--- src/rtl/ods_pkg.sv ---
// Shared constants and types for the octal converter serial link and its controller.
package ods_pkg;
	localparam int FRAME_BITS = 16;
	localparam int CHANNELS = 8;
	localparam int CODE_W = 12;
	localparam int GROUP_CH = 4;
	localparam int EDGE_CNT_W = 8;
	// Falling-edge numbers that steer abort, completion and the chain output.
	localparam logic [7:0] EDGE_ABORT_BELOW = 8'h0F;
	localparam logic [7:0] EDGE_MARKER = 8'h0F;
	localparam logic [7:0] EDGE_FRAME_DONE = 8'h10;
	localparam logic [7:0] EDGE_CHAIN_FIRST = 8'h10;
	// Field positions inside a frame.
	localparam int CMD_TOP = 15;
	localparam int CMD_NIB_LSB = 12;
	localparam int CHAN_LSB = 12;
	// Command nibbles.
	localparam logic [3:0] NIB_REG_ONLY = 4'h8;
	localparam logic [3:0] NIB_WRITE_THROUGH = 4'h9;
	localparam logic [3:0] NIB_UPDATE_ALL = 4'hA;
	localparam logic [3:0] NIB_LOAD_A_UPDATE = 4'hB;
	localparam logic [3:0] NIB_BROADCAST = 4'hC;
	localparam logic [3:0] NIB_POWER_DOWN = 4'hD;
	// Values after reset.
	localparam logic [11:0] CODE_RESET = 12'h000;
	localparam logic WRITE_THROUGH_RESET = 1'b0;
	// Controller register byte offsets.
	localparam logic [3:0] OFS_TX = 4'h0;
	localparam logic [3:0] OFS_STATUS = 4'h4;
	localparam logic [3:0] OFS_RX = 4'h8;
	// Link timing, derived from the system clock.
	localparam int CLK_PERIOD_NS = 100;
	localparam int LINK_PERIOD_NS = 800;
	localparam int HALF_CYCLES = (LINK_PERIOD_NS + 2 * CLK_PERIOD_NS - 1) / (2 * CLK_PERIOD_NS);
	localparam int FRAME_GAP_NS = 800;
	localparam int FRAME_GAP_CYCLES = (FRAME_GAP_NS + CLK_PERIOD_NS - 1) / CLK_PERIOD_NS;
	typedef enum logic [2:0] {ST_IDLE, ST_LEAD, ST_HIGH, ST_LOW, ST_TAIL, ST_GAP} ods_host_state_type;
endpackage : ods_pkg

--- src/rtl/ods_link_if.sv ---
// Three-wire write link plus chain output between controller and converter front end.
`timescale 1ns/1ps
interface ods_link_if;
	logic frame_n;
	logic sclk;
	logic din;
	logic dout;
	modport device (input frame_n, input sclk, input din, output dout);
	modport host (output frame_n, output sclk, output din, input dout);
endinterface : ods_link_if

--- src/rtl/ods_sync.sv ---
// Two-stage synchroniser for pins arriving from outside the clock domain.
`timescale 1ns/1ps
module ods_sync #(
	parameter int W = 1,
	parameter logic [W-1:0] INIT = '0
) (
	// Clock and reset
	input wire logic clk_i,
	input wire logic rst_i,
	// Data
	input wire logic [W-1:0] d_i,
	output logic [W-1:0] q_o
);
	typedef struct packed {
		logic [W-1:0] s1;
		logic [W-1:0] s2;
	} ods_sync_state_type;
	ods_sync_state_type st_reg;
	ods_sync_state_type st_next;
	always_comb
	begin
		st_next.s1 = d_i;
		st_next.s2 = st_reg.s1;
	end
	always_ff @(posedge clk_i)
	begin
		if (rst_i)
		begin
			st_reg.s1 <= INIT;
			st_reg.s2 <= INIT;
		end
		else
		begin
			st_reg <= st_next;
		end
	end
	assign q_o = st_reg.s2;
endmodule : ods_sync

--- src/rtl/ods_device.sv ---
// Converter front end: frame capture, command decode, channel registers and chain output.
`timescale 1ns/1ps
// What this block does
// - Frame select low starts shifting on falls.
// - Sixteen falling edges make a frame.
// - Controller raises select between edges 16, 17.
// - Command executes only on select rising.
// - Early select rise discards frame, no change.
// - Long frames pass input bits to chain.
// - Controller never lowers select on falls.
// - Controller keeps select high between frames.
// - Controller idles serial data low.
// - Controller idles frame select high.
// - Eight registers; mode decides output update.
// - Codes are plain unsigned binary 0..4095.
// - A-D use low reference, E-H high.
// - Wake-up starts at completing select rise.
// - Top bit zero writes addressed channel.
// - Register-only after reset; 1001/1000 switch.
// - 1010 updates, 1011 loads A, 1100 broadcasts.
// - Chain low 14 edges, high 15th, then data.
module ods_device (
	// Clock and reset
	input wire logic clk_i,
	input wire logic rst_i,
	// Link
	ods_link_if.device link,
	// Converter codes, low and high reference groups
	output logic [ods_pkg::GROUP_CH*ods_pkg::CODE_W-1:0] low_group_code_o,
	output logic [ods_pkg::GROUP_CH*ods_pkg::CODE_W-1:0] high_group_code_o,
	// Channel power state
	output logic [ods_pkg::CHANNELS-1:0] powered_down_o,
	output logic [ods_pkg::CHANNELS-1:0] wake_o,
	// Current mode
	output logic write_through_mode_o
);
	typedef struct packed {
		logic sclk_prev;
		logic frame_prev;
		logic [ods_pkg::FRAME_BITS-1:0] shift;
		logic [ods_pkg::EDGE_CNT_W-1:0] falls;
		logic dout;
		logic write_through_mode;
		logic [ods_pkg::CHANNELS-1:0][ods_pkg::CODE_W-1:0] data;
		logic [ods_pkg::CHANNELS-1:0][ods_pkg::CODE_W-1:0] code;
		logic [ods_pkg::CHANNELS-1:0] off;
		logic [ods_pkg::CHANNELS-1:0] wake;
	} ods_dev_state_type;

	ods_dev_state_type st_reg;
	ods_dev_state_type st_next;
	logic [2:0] pins_s;
	logic sclk_s;
	logic frame_s;
	logic din_s;

	// One-hot channel select from a three-bit address.
	function automatic logic [ods_pkg::CHANNELS-1:0] chan_mask(input logic [2:0] ch);
		logic [ods_pkg::CHANNELS-1:0] m;
		m = '0;
		m[ch] = 1'b1;
		return m;
	endfunction : chan_mask

	// Frame select idles high, so its synchroniser resets high to avoid a false frame start.
	ods_sync #(
		.W(3),
		.INIT(3'h6)
	) u_pin_sync (
		.clk_i(clk_i),
		.rst_i(rst_i),
		.d_i({link.frame_n, link.sclk, link.din}),
		.q_o(pins_s)
	);
	assign frame_s = pins_s[2];
	assign sclk_s = pins_s[1];
	assign din_s = pins_s[0];

	always_comb
	begin
		logic fall;
		logic frame_start;
		logic frame_end;
		logic complete;
		logic [ods_pkg::EDGE_CNT_W-1:0] edge_no;
		logic [3:0] nib;
		logic [ods_pkg::CODE_W-1:0] val;
		logic [ods_pkg::CHANNELS-1:0] load;
		logic [ods_pkg::CHANNELS-1:0] upd;
		fall = 1'b0;
		frame_start = 1'b0;
		frame_end = 1'b0;
		complete = 1'b0;
		edge_no = '0;
		nib = '0;
		val = '0;
		load = '0;
		upd = '0;
		st_next = st_reg;
		st_next.wake = '0;
		st_next.sclk_prev = sclk_s;
		st_next.frame_prev = frame_s;
		fall = st_reg.sclk_prev & ~sclk_s;
		frame_start = st_reg.frame_prev & ~frame_s;
		frame_end = ~st_reg.frame_prev & frame_s;
		edge_no = st_reg.falls + 8'h01;
		if (frame_start)
		begin
			st_next.falls = '0;
			st_next.dout = 1'b0;
		end
		else if (!frame_s && fall)
		begin
			st_next.shift = {st_reg.shift[ods_pkg::FRAME_BITS-2:0], din_s};
			if (st_reg.falls != '1)
			begin
				st_next.falls = edge_no;
			end
			if (edge_no < ods_pkg::EDGE_MARKER)
			begin
				st_next.dout = 1'b0;
			end
			else if (edge_no == ods_pkg::EDGE_MARKER)
			begin
				st_next.dout = 1'b1;
			end
			else
			begin
				st_next.dout = st_reg.shift[ods_pkg::FRAME_BITS-2];
			end
		end
		if (frame_end)
		begin
			st_next.dout = 1'b0;
			complete = (st_reg.falls >= ods_pkg::EDGE_FRAME_DONE) && (st_reg.falls[3:0] == 4'h0);
			if (st_reg.falls < ods_pkg::EDGE_ABORT_BELOW)
			begin
				complete = 1'b0;
			end
		end
		if (complete)
		begin
			nib = st_reg.shift[ods_pkg::CMD_TOP:ods_pkg::CMD_NIB_LSB];
			val = st_reg.shift[ods_pkg::CODE_W-1:0];
			if (!st_reg.shift[ods_pkg::CMD_TOP])
			begin
				load = chan_mask(st_reg.shift[ods_pkg::CHAN_LSB+2:ods_pkg::CHAN_LSB]);
				upd = st_reg.write_through_mode ? load : '0;
			end
			else
			begin
				case (nib)
					ods_pkg::NIB_REG_ONLY:
					begin
						st_next.write_through_mode = 1'b0;
					end
					ods_pkg::NIB_WRITE_THROUGH:
					begin
						st_next.write_through_mode = 1'b1;
					end
					ods_pkg::NIB_UPDATE_ALL:
					begin
						upd = '1;
					end
					ods_pkg::NIB_LOAD_A_UPDATE:
					begin
						load = chan_mask(3'h0);
						upd = '1;
					end
					ods_pkg::NIB_BROADCAST:
					begin
						load = '1;
						upd = '1;
					end
					ods_pkg::NIB_POWER_DOWN:
					begin
						st_next.off = st_reg.off | st_reg.shift[ods_pkg::CHANNELS-1:0];
					end
					default:
					begin
						upd = '0;
					end
				endcase
			end
			for (int i = 0; i < ods_pkg::CHANNELS; i++)
			begin
				if (load[i])
				begin
					st_next.data[i] = val;
				end
				if (upd[i])
				begin
					st_next.code[i] = load[i] ? val : st_reg.data[i];
					if (st_reg.off[i])
					begin
						st_next.off[i] = 1'b0;
						st_next.wake[i] = 1'b1;
					end
				end
			end
		end
	end

	always_ff @(posedge clk_i)
	begin
		if (rst_i)
		begin
			st_reg.sclk_prev <= 1'b1;
			st_reg.frame_prev <= 1'b1;
			st_reg.shift <= '0;
			st_reg.falls <= '0;
			st_reg.dout <= 1'b0;
			st_reg.write_through_mode <= ods_pkg::WRITE_THROUGH_RESET;
			st_reg.data <= {ods_pkg::CHANNELS{ods_pkg::CODE_RESET}};
			st_reg.code <= {ods_pkg::CHANNELS{ods_pkg::CODE_RESET}};
			st_reg.off <= '0;
			st_reg.wake <= '0;
		end
		else
		begin
			st_reg <= st_next;
		end
	end

	assign link.dout = st_reg.dout;
	assign low_group_code_o = st_reg.code[ods_pkg::GROUP_CH-1:0];
	assign high_group_code_o = st_reg.code[ods_pkg::CHANNELS-1:ods_pkg::GROUP_CH];
	assign powered_down_o = st_reg.off;
	assign wake_o = st_reg.wake;
	assign write_through_mode_o = st_reg.write_through_mode;
endmodule : ods_device

--- src/flat_wrapper.sv ---
// flat-port wrapper written by rule: the top's interface ports become plain ports
module ods_device_flat 
  (clk_i, rst_i, low_group_code_o, high_group_code_o, powered_down_o, wake_o, write_through_mode_o, link_frame_n, link_sclk, link_din, link_dout);
  ods_link_if link_i ();
  input wire logic clk_i;
  input wire logic rst_i;
  output logic [ods_pkg::GROUP_CH*ods_pkg::CODE_W-1:0] low_group_code_o;
  output logic [ods_pkg::GROUP_CH*ods_pkg::CODE_W-1:0] high_group_code_o;
  output logic [ods_pkg::CHANNELS-1:0] powered_down_o;
  output logic [ods_pkg::CHANNELS-1:0] wake_o;
  output logic write_through_mode_o;
  input wire logic [$bits(link_i.frame_n)-1:0] link_frame_n;
  input wire logic [$bits(link_i.sclk)-1:0] link_sclk;
  input wire logic [$bits(link_i.din)-1:0] link_din;
  output wire logic [$bits(link_i.dout)-1:0] link_dout;
  assign link_i.frame_n = link_frame_n;
  assign link_i.sclk = link_sclk;
  assign link_i.din = link_din;
  assign link_dout = link_i.dout;
  ods_device u_core (.clk_i(clk_i), .rst_i(rst_i), .link(link_i), .low_group_code_o(low_group_code_o), .high_group_code_o(high_group_code_o), .powered_down_o(powered_down_o), .wake_o(wake_o), .write_through_mode_o(write_through_mode_o));
endmodule
--- config.mk ---
export PLATFORM = sky130hd
export DESIGN_NAME = ods_device_flat
export DESIGN_NICKNAME = d
export VERILOG_FILES = /design/src/rtl/ods_pkg.sv /design/src/rtl/ods_link_if.sv /design/src/rtl/ods_sync.sv /design/src/rtl/ods_device.sv /design/src/flat_wrapper.sv
export SDC_FILE = /design/constraint.sdc
export NUM_CORES = 1
export LEC_CHECK = 0
export BUFFER_PORTS_ARGS = -buffer_cell sky130_fd_sc_hd__buf_2
export CORE_MARGIN = 2
export CORE_UTILIZATION = 50
export CTS_BUF_LIST = sky130_fd_sc_hd__clkbuf_4 sky130_fd_sc_hd__clkbuf_8
export DETAILED_ROUTE_END_ITERATION = 8
export HOLD_SLACK_MARGIN = 0.02
export PLACE_DENSITY = 0.69
export SKIP_CTS_REPAIR_TIMING = 1
export SLEW_MARGIN = 20
export SYNTH_ARGS = -nofsm -noshare
export SYNTH_HDL_FRONTEND = slang
export SYNTH_SLANG_ARGS = --single-unit
--- constraint.sdc ---
create_clock -name clk_i -period 3.5 [get_ports clk_i]
set_input_delay 1.05 -clock clk_i [delete_from_list [all_inputs] [get_ports clk_i]]
set_output_delay 1.05 -clock clk_i [all_outputs]
set_load 0.05 [all_outputs]
## After elaboration in Yosys (flattened, before gate mapping)

Index checks and enable logic that the tools add are counted.

- Register bits: 242
- Latch bits: 0
- Bits in writable memories: 0
- ROM bits: 0
- Output and inout port bits: 114
- Word-level logic and storage cells: 140
- Memories: 0

- $add $sub $neg: 1
- $mul: 0
- Divide/modulo/power cells: 0
- Order comparisons: 5
- Equality and inequality tests: 8
- Shift-type cells: 0
- Muxes and demuxes: 48
- Bitwise operators: 17
- Reductions and logical operators: 28

Operators by type and width:

| kind | number |
|---|---|
| 12-bit 2-to-1 mux | 8 |
| 8-bit 2-to-1 mux | 8 |
| 3-bit OR reduction | 10 |
| 1-bit 2-to-1 mux | 29 |
| 4-bit equality test (second input constant) | 6 |
| 2-bit AND reduction | 10 |
| 8-bit by 4-bit less-than comparator with 1-bit output (second input constant) | 2 |
| 8-bit case mux with 2 select lines | 1 |
| 1-bit NOT | 13 |
| 8-bit by 1-bit adder with 8-bit output (second input constant) | 1 |
| 8-bit by 4-bit equality test with 1-bit output (second input constant) | 1 |
| 8-bit by 5-bit >= comparator with 1-bit output (second input constant) | 1 |
| 8-bit != test (second input constant) | 1 |
| 8-bit bitwise OR | 1 |
| 4-bit logical NOT | 1 |
| 3-bit by 4-bit less-than comparator with 1-bit output (second input constant) | 1 |
| 1-bit AND | 3 |
| 1-bit demux with 3-bit select | 1 |
| 3-bit by 1-bit >= comparator with 1-bit output (second input constant) | 1 |
| 1-bit logical AND | 3 |
| 3-bit AND reduction | 1 |
| 1-bit case mux with 2 select lines | 1 |
| 2-bit nonzero test | 1 |
| 2-bit OR reduction | 1 |
| 1-bit logical NOT | 1 |

## Depth between registers and ports, before layout

Gate-level depths: netlist (run 1).

- Depth after elaboration: 9
- Gate-level depth with buffers: 9
- Depth with buffers taken out: 6

## Cells and area by module

A second synthesis (run 1) with hierarchy kept.

- Cells, all modules: 1402
- Area total of the unflattened synthesis: 11393.4 µm²

By module, submodules not included:

| module | times used | cells each | area an instance (µm²) | sequential area each (µm²) |
|---|---|---|---|---|
| ods_device | 1 | 1390 | 11235.8 | 4724.5 |
| ods_sync | 1 | 12 | 157.7 | 120.1 |

## Least setup slack after synthesis (run 1)

OpenSTA, ideal clock, no wires.

- Path type: in2reg
- Start point: input rst_i
- End point: register u_core.st_reg (netlist bit u_core.high_group_code_o[29])
- Library setup time: 0.138 ns
- Arrival time: 1.932 ns
- Required time: 3.362 ns
- Path slack: 1.431 ns
- Stages on the path: 4
- Buffers on the path: 3
- Cells stage by stage: clkbuf_1 > clkbuf_1 > clkbuf_1 > a211oi_1

RTL lines:

| what | line | text |
|---|---|---|
| start, declared | flat_wrapper.sv:6 | `input wire logic rst_i;` |
| end signal, assigned | ods_device.sv:221 | `st_reg <= st_next;` |
| end, declared | ods_device.sv:50 | `ods_dev_state_type st_reg;` |

No word-level cell between the ends.

## Worst setup path after layout (run 1)

- Start point: register u_core.st_reg[210] in the netlist's numbering
- End point: register u_core.st_reg (netlist bit u_core.high_group_code_o[4])

- Cells in the longest elaborated chain, start to end: 5
- Elaborated cells on any way between the ends: 7
- Those cells by class: 2 x order compare; 2 x mux; 3 x reduce/logical

Ends and longest elaborated chain:

| what | line | text |
|---|---|---|
| 8-bit by 5-bit >= comparator with 1-bit output or 4-bit logical NOT (tied branches) | ods_device.sv:135 | `complete = (st_reg.falls >= ods_pkg::EDGE_FRAME_DONE) && (st_reg.falls[3:0] == 4'h0);` |
| 1-bit logical AND | ods_device.sv:135 |  |
| 1-bit 2-to-1 mux * | ods_device.sv:136 | `if (st_reg.falls < ods_pkg::EDGE_ABORT_BELOW)` |
| 1-bit 2-to-1 mux * | ods_device.sv:132 | `if (frame_end)` |
| 2-bit AND reduction (no source line) * | n/a |  |

Mark *: on every way between the ends. The rest lies on a longest branch, timed or not.
A chain may end at the register's enable or synchronous reset.

==> flow_metrics.env, run 1 <==
export IMPL_rows=55
export IMPL_die_height_um=155.6
export IMPL_grtUsageTotal_pct=22.50
export IMPL_min_period_ps=2768
export IMPL_crit_path_top_delay_cell="or3_2"
export IMPL_pwr_share_seq_pct=50.8
export IMPL_synth_seq_cells=242
export IMPL_clkLatencyLatePin_ps=540
export IMPL_place_congestion=0.7823
export IMPL_dr_wl_met2_mm=13.23
export IMPL_netlist_area_mm2=0.01149
export IMPL_finalHoldViolCount=0
export IMPL_numCtsBuffers=41
export IMPL_hp_start="u_core.u_pin_sync.st_next[2]"
export IMPL_worstSetupPathType="flip-flop to flip-flop"
export IMPL_final_layout_size_suffix_gt1_share_pct=20.00
export IMPL_met3WireLength_mm=1.650
export IMPL_grt_first_pass_wirelength_mm=44.69
export IMPL_syn_nets=1349
export IMPL_path_buf_inv=2
export IMPL_fin_skew_ps=18.76
export IMPL_dieArea_mm2=0.02420
export IMPL_tightest_slew_ps=1134
export IMPL_hold_path_class="flip-flop to flip-flop"
export IMPL_diodes=0
export IMPL_tritoncts="done"
export IMPL_synthCells=1341
export IMPL_seq_area_mm2=0.004845
export IMPL_timing_final_max_slew_violations=0
export IMPL_maxSlewHeadroom_pct=24.32
export IMPL_vias=9405
export IMPL_firstDrtPassIters=5
export IMPL_critPathTopFamily="simple AND/OR/NAND/NOR gates"
export IMPL_endpoint_kind="flip-flop"
export IMPL_worstSetupStartpointType="flip-flop"
export IMPL_dpl_hpwl_mm=16.49
export IMPL_grt_max_degree=85
export IMPL_path_clk_slew_ps=60
export IMPL_status="finished clean"
export IMPL_ioPinCount=119
export IMPL_drc=0
export IMPL_min_path_cells=1
export IMPL_cp_arrival_ps=3160
export IMPL_root_buffer="clkbuf_8"
export IMPL_cpPeakStageDelay_ps=770
export IMPL_ys_warn_count=0
export IMPL_die_w_um=155.6
export IMPL_reg2reg_setup_slack_ps=730
export IMPL_routed_via_density=5.953
export IMPL_antenna_found_initial=0
export IMPL_clock_power_share_pct=48.1
export IMPL_synth_distinct_cells=58
export IMPL_p_per_area_mw_per_mm2=451.5
export IMPL_cp_max_fo=38
export IMPL_synth_edf_count=0
export IMPL_async_flop_share_pct=0
export IMPL_grt_pass1_vias=8293
export IMPL_coreArea_mm2=0.02257
export IMPL_cp_required_ps=3890
export IMPL_grt_overflow_total=0
export IMPL_irDropWorstVdd_mv=0.2178
export IMPL_portBuffers=118
export IMPL_reg2regPathDepth=7
export IMPL_nets=1273
export IMPL_synth_top_flop_cell="dfxtp_1"
export IMPL_r2r_end="u_core.high_group_code_o[4]"
export IMPL_reg2reg_from="u_core.st_reg[210]"
export IMPL_synth_area_per_cell_um2=8.565
export IMPL_fill_cells=2108
export IMPL_initial_core_util_pct=50.89
export IMPL_post_route_period_util_pct=79.08
export IMPL_swShare_pct=21.39
export IMPL_min_to="u_core.u_pin_sync.q_o[2]"
export IMPL_highest_layer="met4"
export IMPL_largest_register_ffs=122
export IMPL_p_int_mw=4.275
export IMPL_finalSetupTns_ps=0
export IMPL_max_freq_mhz=361.3
export IMPL_drt_total_wl_mm=28.30
export IMPL_multi_input_area_mm2=0.005090
export IMPL_wl_per_cell_um=17.91
export IMPL_drt_initial_drc_count=819
export IMPL_power_leakage_nw=4.071
export IMPL_detail_route_antenna_nets=0
export IMPL_yosysSeqAreaShare_pct=42.18
export IMPL_wl_met1_mm=12.83
export IMPL_rsz0062_at_grt="false"
export IMPL_maxCapViolCount=0
export IMPL_p_comb_share_pct=1.1
export IMPL_area_growth_pct=4.869
export IMPL_cts_max_level=2
export IMPL_numClockSinks=242
export IMPL_setup_viol=0
export IMPL_cp_cell_sequence="inv_1, ha_1, nand4bb_4, or3_2, buf_4, nor3_4, a211oi_1"
export IMPL_power_switching_mw=1.163
export IMPL_power_total_mw=5.438
export IMPL_clock_path_buffers=3
## how the worst max path moves through the flow
stage                                   from                      endpoint  slack [ps]  cells past startpoint
after floorplan                        rst_i  u_core.high_group_code_o[29]        1430                      4
after global placement    u_core.st_reg[210]   u_core.high_group_code_o[6]         830                      7
after detailed placement  u_core.st_reg[210]   u_core.high_group_code_o[4]         760                      7
after CTS                 u_core.st_reg[210]   u_core.high_group_code_o[8]         750                      7
after global routing      u_core.st_reg[210]   u_core.high_group_code_o[7]         550                      7
final                     u_core.st_reg[210]   u_core.high_group_code_o[4]         730                      7
## cells in the mapped netlist, types with 3 or more instances
cell | count | area, um2
nand2_1 | 123 | 461.7
nor3_4 | 3 | 48.80
clkbuf_1 | 95 | 356.6
or3_1 | 3 | 18.77
a211oi_2 | 7 | 87.58
nor2_1 | 10 | 37.54
xor2_1 | 7 | 61.31
buf_2 | 34 | 170.2
or2_2 | 6 | 37.54
nor3b_1 | 3 | 22.52
buf_1 | 9 | 33.78
inv_1 | 7 | 26.28
and3b_1 | 3 | 26.28
a21oi_1 | 160 | 800.8
a31o_2 | 6 | 52.55
nand3_1 | 94 | 470.5
ha_1 | 3 | 37.54
nor2b_1 | 7 | 43.79
buf_4 | 123 | 923.4
nand3b_1 | 8 | 60.06
buf_6 | 4 | 45.04
nor3_1 | 5 | 25.02
a211oi_1 | 57 | 427.9
or3b_2 | 4 | 35.03
o21ai_0 | 101 | 505.5
a21o_1 | 7 | 52.55
and3_1 | 8 | 50.05
a31oi_1 | 62 | 387.9
dfxtp_1 | 242 | 4845
mux2i_1 | 63 | 630.6
and2_1 | 3 | 18.77
nand4b_1 | 3 | 26.28
a311oi_1 | 36 | 315.3
o31ai_1 | 3 | 22.52
## per-stage QoR
| stage | setup slack (ps) | utilization (%) | instance area [um2] | hold WS (ps) | instances |
|---|---|---|---|---|---|
| 6_report | 732.3 | 53.36 | 12050 | 406.8 | 1580 |
| 3_3_place_gp | 825.4 | 49.53 | 11180 | 394.2 | 1507 |
| 5_1_grt | 547.8 | 53.36 | 12050 | 431.8 | 1580 |
| 4_1_cts | 754.9 | 53.35 | 12040 | 406.8 | 1580 |
| 2_1_floorplan | 1431 | - | 11490 | 389.5 | 1341 |
| 3_5_place_dp | 757.2 | 49.53 | 11180 | 393.3 | 1507 |
## routing by layer
layer | track usage [%] | up-vias
met5 | 0 | -
met1 | 31.90 | 4504
met4 | 6.422 | 0
met3 | 4.111 | 46
met2 | 35.19 | 284
li1 | - | 4571
## worst register-to-register path, delay by kind of cell (launching register included)
| kind | cells | cell delay [ps] |
|---|---|---|
| DFF | 1 | 350 |
| buffers and inverters | 2 | 510 |
| and+or+nand+nor | 3 | 1440 |
| AOI/OAI and AO/OA | 1 | 140 |
| adders and majority gates | 1 | 210 |
## logic make-up after synthesis
kind of cell,share of synthesized area [%]
mux,5.490
compound gates,23.85
fa+ha+maj,0.3268
simple gates,13.97
flops,42.18
xor+xnor,0.6100
buf+inv,13.58
## final cells by class
type,instances,area share [%]
well taps,285,2.960
flip-flops and latches,242,40.22
multi-input cells,826,42.26
inverters,7,0.2181
clock inverters,5,0.2285
clock buffers,68,6.939
repair buffers,147,7.178
## power groups by stage
stage / combinational [mW] / clock [mW] / sequential [mW]
after floorplan: 0.0456 / 0 / 2.82
after global placement: 0.0632 / 0 / 2.82
after detailed placement: 0.0623 / 0 / 2.82
after CTS: 0.0624 / 2.66 / 2.76
after global routing: 0.0680 / 2.79 / 2.76
final: 0.0625 / 2.61 / 2.76
## cell usage in the layout (no fill, tap or decap), types with 3 or more instances in the layout
cell | Yosys | final
a211oi_1 | 57 | 57
a211oi_2 | 7 | 7
a21o_1 | 7 | 7
a21oi_1 | 160 | 160
a311oi_1 | 36 | 36
a31o_2 | 6 | 6
a31oi_1 | 62 | 62
and2_1 | 3 | 3
and3_1 | 8 | 8
and3b_1 | 3 | 3
buf_12 | 0 | 4
buf_2 | 34 | 117
buf_4 | 123 | 25
clkbuf_4 | 0 | 16
clkbuf_8 | 0 | 52
clkinv_2 | 0 | 4
dfxtp_1 | 242 | 242
ha_1 | 3 | 3
inv_1 | 7 | 7
mux2i_1 | 63 | 63
nand2_1 | 123 | 123
nand3_1 | 94 | 93
nand3b_1 | 8 | 8
nand4b_1 | 3 | 3
nor2_1 | 10 | 10
nor2b_1 | 7 | 6
nor3_1 | 5 | 5
nor3_4 | 3 | 3
nor3b_1 | 3 | 3
o21ai_0 | 101 | 101
o31ai_1 | 3 | 3
or2_2 | 6 | 6
or3b_2 | 4 | 4
xor2_1 | 7 | 7
Note: power is estimated with default switching activity, not from simulation.
==> run 2: changes to the inputs <==
==> constraint.sdc (replaced) <==
create_clock -name clk_i -period 2.7 [get_ports clk_i]
set_input_delay 0.81 -clock clk_i [delete_from_list [all_inputs] [get_ports clk_i]]
set_output_delay 0.81 -clock clk_i [all_outputs]
set_load 0.05 [all_outputs]
==> run 2 against run 1 <==
Net effect: core utilization grew 0.77 points; clock-buffer cell count up 1; critical endpoint is now u_core.high_group_code_o[11]; critical path type unchanged; via count rose by 0.97%; cell area rose by 1.4%; flip-flop and latch count did not move; first-iteration DRC count decreased by 4.6%.
==> flow_metrics.env, run 2 (same netlist as run 1, synthesis figures left out) <==
export IMPL_status="finished clean"
export IMPL_rows=55
export IMPL_p_comb_share_pct=1.2
export IMPL_place_ws_ps=213.2
export IMPL_final_layout_size_suffix_gt1_share_pct=21.20
export IMPL_hp_start="u_core.u_pin_sync.st_next[2]"
export IMPL_detail_route_antenna_nets=0
export IMPL_setup_ws_ps=183.3
export IMPL_finalSetupTns_ps=0
export IMPL_wl_per_cell_um=17.80
export IMPL_coreArea_mm2=0.02257
export IMPL_timing_final_max_slew_violations=0
export IMPL_drc=0
export IMPL_vias=9496
export IMPL_swShare_pct=21.49
export IMPL_grt_first_pass_wirelength_mm=45.25
export IMPL_reg2reg_from="u_core.st_reg[210]"
export IMPL_dpl_hpwl_mm=17.38
export IMPL_setup_viol=0
export IMPL_cp_max_fo=22
export IMPL_grt_overflow_total=0
export IMPL_root_buffer="clkbuf_8"
export IMPL_cts_max_level=2
export IMPL_maxCapViolCount=0
export IMPL_area_growth_pct=6.383
export IMPL_power_switching_mw=1.518
export IMPL_p_per_area_mw_per_mm2=578.2
export IMPL_max_freq_mhz=397.3
export IMPL_power_total_mw=7.065
export IMPL_endpoint_kind="flip-flop"
export IMPL_dieArea_mm2=0.02420
export IMPL_path_clk_slew_ps=60
export IMPL_tritoncts="done"
export IMPL_numClockSinks=242
export IMPL_initial_core_util_pct=50.89
export IMPL_clock_path_buffers=3
export IMPL_diodes=0
export IMPL_routed_via_density=5.931
export IMPL_clkLatencyLatePin_ps=540
export IMPL_finalHoldViolCount=0
export IMPL_largest_register_ffs=122
export IMPL_dp_cells=1527
export IMPL_antenna_found_initial=0
export IMPL_hold_path_class="flip-flop to flip-flop"
export IMPL_ioPinCount=119
export IMPL_cp_arrival_ps=2900
export IMPL_grtUsageTotal_pct=22.82
export IMPL_cp_required_ps=3080
export IMPL_maxSlewHeadroom_pct=35.18
export IMPL_die_height_um=155.6
export IMPL_r2r_end="u_core.high_group_code_o[11]"
export IMPL_pwr_share_seq_pct=50.7
export IMPL_finalNonFillerCells=1601
export IMPL_post_route_period_util_pct=93.21
export IMPL_portBuffers=118
export IMPL_final_cell_mix="242 x dfxtp_1, 160 x a21oi_1, 123 x nand2_1"
export IMPL_power_leakage_nw=4.188
export IMPL_firstDrtPassIters=5
export IMPL_min_period_ps=2517
export IMPL_worstSetupPathType="flip-flop to flip-flop"
export IMPL_p_int_mw=5.546
export IMPL_rsz0062_at_grt="false"
export IMPL_fin_skew_ps=16.02
export IMPL_reg2regPathDepth=6
export IMPL_place_congestion=0.7851
export IMPL_grt_max_degree=76
export IMPL_die_w_um=155.6
export IMPL_drt_total_wl_mm=28.50
export IMPL_grt_pass1_vias=8487
export IMPL_min_path_cells=1
export IMPL_reg2reg_setup_slack_ps=180
export IMPL_min_to="u_core.u_pin_sync.q_o[2]"
export IMPL_nets=1293
export IMPL_tightest_slew_ps=972.3
export IMPL_layout_commonest_cell="dfxtp_1"
export IMPL_worstSetupStartpointType="flip-flop"
export IMPL_clock_power_share_pct=48.1
export IMPL_irDropWorstVdd_mv=0.3282
export IMPL_numCtsBuffers=41
export IMPL_drt_initial_drc_count=781
export IMPL_finish_utilization_pct=54.14
-- run 2: cell count changes in the layout (fill, tap and decap cells not counted) --
cell and change:
buf_12 +2, buf_4 +18, clkbuf_4 +2, clkbuf_8 -1, nor2b_1 +1, nor2b_2 -1
-- run 2: how the worst max path moves through the flow --
stage	startpoint	slack (ps)	cells after the start	to
2_1_floorplan	u_core.st_reg[210]	680	9	u_core.high_group_code_o[36]
3_3_place_gp	u_core.st_reg[210]	290	8	u_core.low_group_code_o[38]
3_5_place_dp	u_core.st_reg[210]	210	6	u_core.high_group_code_o[11]
4_1_cts	u_core.st_reg[210]	200	6	u_core.high_group_code_o[11]
5_1_grt	u_core.st_reg[210]	20	6	u_core.high_group_code_o[11]
6_report	u_core.st_reg[210]	180	6	u_core.high_group_code_o[11]
-- run 2: stage by stage --
step,hold WS (ps),area (um2)
2_1_floorplan,389.5,11490
3_3_place_gp,393.7,11350
3_5_place_dp,405.5,11350
4_1_cts,419.6,12220
5_1_grt,431.1,12220
6_report,413.3,12220
-- run 2: power groups by stage --
stage | sequential [mW] | clock, mW | combinational [mW]
2_1_floorplan | 3.66 | 0 | 0.0591
6_report | 3.58 | 3.40 | 0.0854
3_3_place_gp | 3.66 | 0 | 0.0852
5_1_grt | 3.58 | 3.62 | 0.0929
4_1_cts | 3.58 | 3.47 | 0.0847
3_5_place_dp | 3.66 | 0 | 0.0846
-- run 2: cell type report --
cell class / instances / area (um2)
Timing Repair Buffer: 167 / 1040
Clock inverter: 5 / 27.53
Multi-Input combinational cell: 826 / 5087
Sequential cell: 242 / 4845
Fill cell: 2109 / 10350
Tap cell: 285 / 356.6
Inverter: 7 / 26.28
Clock buffer: 69 / 837.1
-- run 2: worst max-delay path, cell delays in order, from the launching register on --
cell,delay (ps)
dfxtp_1,350
inv_1,140
ha_1,210
nand4bb_4,160
or3_2,780
nor3_4,570
a211oi_1,150
-- run 2: routing by layer --
metal | vias up | track usage (%) | routed length [um]
met1 | 4542 | 31.64 | 12830
met5 | - | 0 | 0
met3 | 44 | 3.889 | 1626
met2 | 295 | 36.60 | 13510
met4 | 0 | 6.859 | 525
li1 | 4615 | - | -
==> run 3: changes to the inputs <==
--- a/config.mk
+++ b/config.mk
@@ -12,6 +12,7 @@
 export DETAILED_ROUTE_END_ITERATION = 8
 export HOLD_SLACK_MARGIN = 0.02
 export PLACE_DENSITY = 0.69
+export RECOVER_POWER = 25
 export SKIP_CTS_REPAIR_TIMING = 1
 export SLEW_MARGIN = 20
 export SYNTH_ARGS = -nofsm -noshare
==> run 3 against run 2 <==
Net effect: sequential share of layout area rose by 0.27 points; wire length rose by 0.47%; sequential power barely moved; via count fell by 0.11%; combinational power barely moved; critical path type unchanged; non-clock buffer count did not move.
==> flow_metrics.env, run 3 (same netlist as run 1, synthesis figures left out) <==
export IMPL_post_route_period_util_pct=93.15
export IMPL_grt_use_met3_pct=3.889
export IMPL_tritoncts="done"
export IMPL_fin_skew_ps=14.86
export IMPL_root_buffer="clkbuf_8"
export IMPL_antenna_found_initial=0
export IMPL_cp_required_ps=3080
export IMPL_finalHoldViolCount=0
export IMPL_die_w_um=155.6
export IMPL_finalNonFillerCells=1601
export IMPL_worstSetupStartpointType="flip-flop"
export IMPL_diodes=0
export IMPL_dieArea_mm2=0.02420
export IMPL_max_freq_mhz=397.6
export IMPL_rsz0062_at_grt="false"
export IMPL_power_leakage_nw=3.925
export IMPL_vias=9486
export IMPL_hold_path_class="flip-flop to flip-flop"
export IMPL_worstSetupPathType="flip-flop to flip-flop"
export IMPL_drt_total_wl_mm=28.63
export IMPL_final_cell_mix="242 x dfxtp_1, 160 x a21oi_1, 123 x nand2_1"
export IMPL_die_height_um=155.6
export IMPL_timing_final_max_slew_violations=0
export IMPL_finalSetupTns_ps=0
export IMPL_largest_register_ffs=122
export IMPL_grt_overflow_total=0
export IMPL_status="finished clean"
export IMPL_cp_arrival_ps=2900
export IMPL_nets=1293
export IMPL_path_clk_slew_ps=60
export IMPL_initial_core_util_pct=50.89
export IMPL_grt_met2_usage_pct=36.60
export IMPL_grt_pass1_vias=8487
export IMPL_cp_max_fo=22
export IMPL_p_per_area_mw_per_mm2=582.2
export IMPL_detail_route_antenna_nets=0
export IMPL_drc=0
export IMPL_cts_max_level=2
export IMPL_coreArea_mm2=0.02257
export IMPL_multi_input_area_mm2=0.005082
export IMPL_endpoint_kind="flip-flop"
export IMPL_numClockSinks=242
export IMPL_grt_max_degree=76
export IMPL_final_layout_size_suffix_gt1_share_pct=16.64
export IMPL_maxSlewHeadroom_pct=34.42
export IMPL_area_growth_pct=5.675
export IMPL_clkLatencyLatePin_ps=530
export IMPL_min_period_ps=2515
export IMPL_dp_cells=1527
export IMPL_portBuffers=118
export IMPL_irDropWorstVdd_mv=0.3276
export IMPL_drt_initial_drc_count=844
export IMPL_grtUsageMet1_pct=31.64
export IMPL_seq_area_mm2=0.004845
export IMPL_numCtsBuffers=41
export IMPL_routed_via_density=5.925
export IMPL_wl_per_cell_um=17.89
export IMPL_layout_commonest_cell="dfxtp_1"
export IMPL_maxCapViolCount=0
export IMPL_firstDrtPassIters=5
export IMPL_fill_cells=2126
export IMPL_ioPinCount=119
export IMPL_power_total_mw=7.067
export IMPL_final_area_mm2=0.01214
export IMPL_grt_first_pass_wirelength_mm=45.25
export IMPL_rows=55
export IMPL_clock_path_buffers=3
export IMPL_placed_cell_area_mm2=0.01135
export IMPL_tightest_slew_ps=983.6
export IMPL_setup_viol=0
export IMPL_place_congestion=0.7851
export IMPL_busiest_layer="met2"
export IMPL_grtUsageTotal_pct=22.82
export IMPL_dpl_hpwl_mm=17.38
## run 3: changes by cell type in the layout (fill, tap and decap cells not counted)
cell | previous run | this run
buf_4 | 43 | 42
nor3b_2 | 1 | 0
buf_2 | 117 | 59
nor3b_1 | 3 | 4
clkbuf_1 | 0 | 59
## run 3: critical path, stage by stage (launching register included)
cell	delay, ps
dfxtp_1	350
inv_1	140
ha_1	210
nand4bb_4	160
or3_2	780
nor3_4	570
a211oi_1	150
## run 3: worst paths after layout
check,from,end,slack [ps],cells past startpoint
worst max-delay path,u_core.st_reg[210],u_core.high_group_code_o[11],190,6
worst min-delay path,u_core.u_pin_sync.st_next[2],u_core.u_pin_sync.q_o[2],410,1
worst max register to register,u_core.st_reg[210],u_core.high_group_code_o[11],190,6
worst min register to register,u_core.u_pin_sync.st_next[2],u_core.u_pin_sync.q_o[2],410,1
## run 3: per-layer routing
layer  routed length [um]  part of all wire, %
met1                12870                   45
met2                13440                   47
met3                 1733                  6.1
met4                  585                  2.0
met5                    0                    0
## run 3: power by group
group | switching [mW] | internal (mW) | total, mW | leakage [nW]
clock network | 1.45 | 1.95 | 3.40 | 0.465
registers | 0.00329 | 3.58 | 3.58 | 1.95
logic | 0.0644 | 0.0213 | 0.0857 | 1.51
## run 3: through the flow
stage	hold slack (ps)	setup slack [ps]	util [%]
final	413.2	185.0	53.77
after global routing	431.1	23.80	53.77
after CTS	419.6	196.8	54.14
after detailed placement	405.5	213.2	50.30
after global placement	393.7	288.4	50.30
after floorplan	389.5	679.5	-
## run 3: final cells by class
class	count	area share, %
repair buffers	167	7.937
multi-input cells	826	41.87
well taps	285	2.938
inverters	7	0.2165
flip-flops and latches	242	39.91
clock inverters	5	0.2268
clock buffers	69	6.896
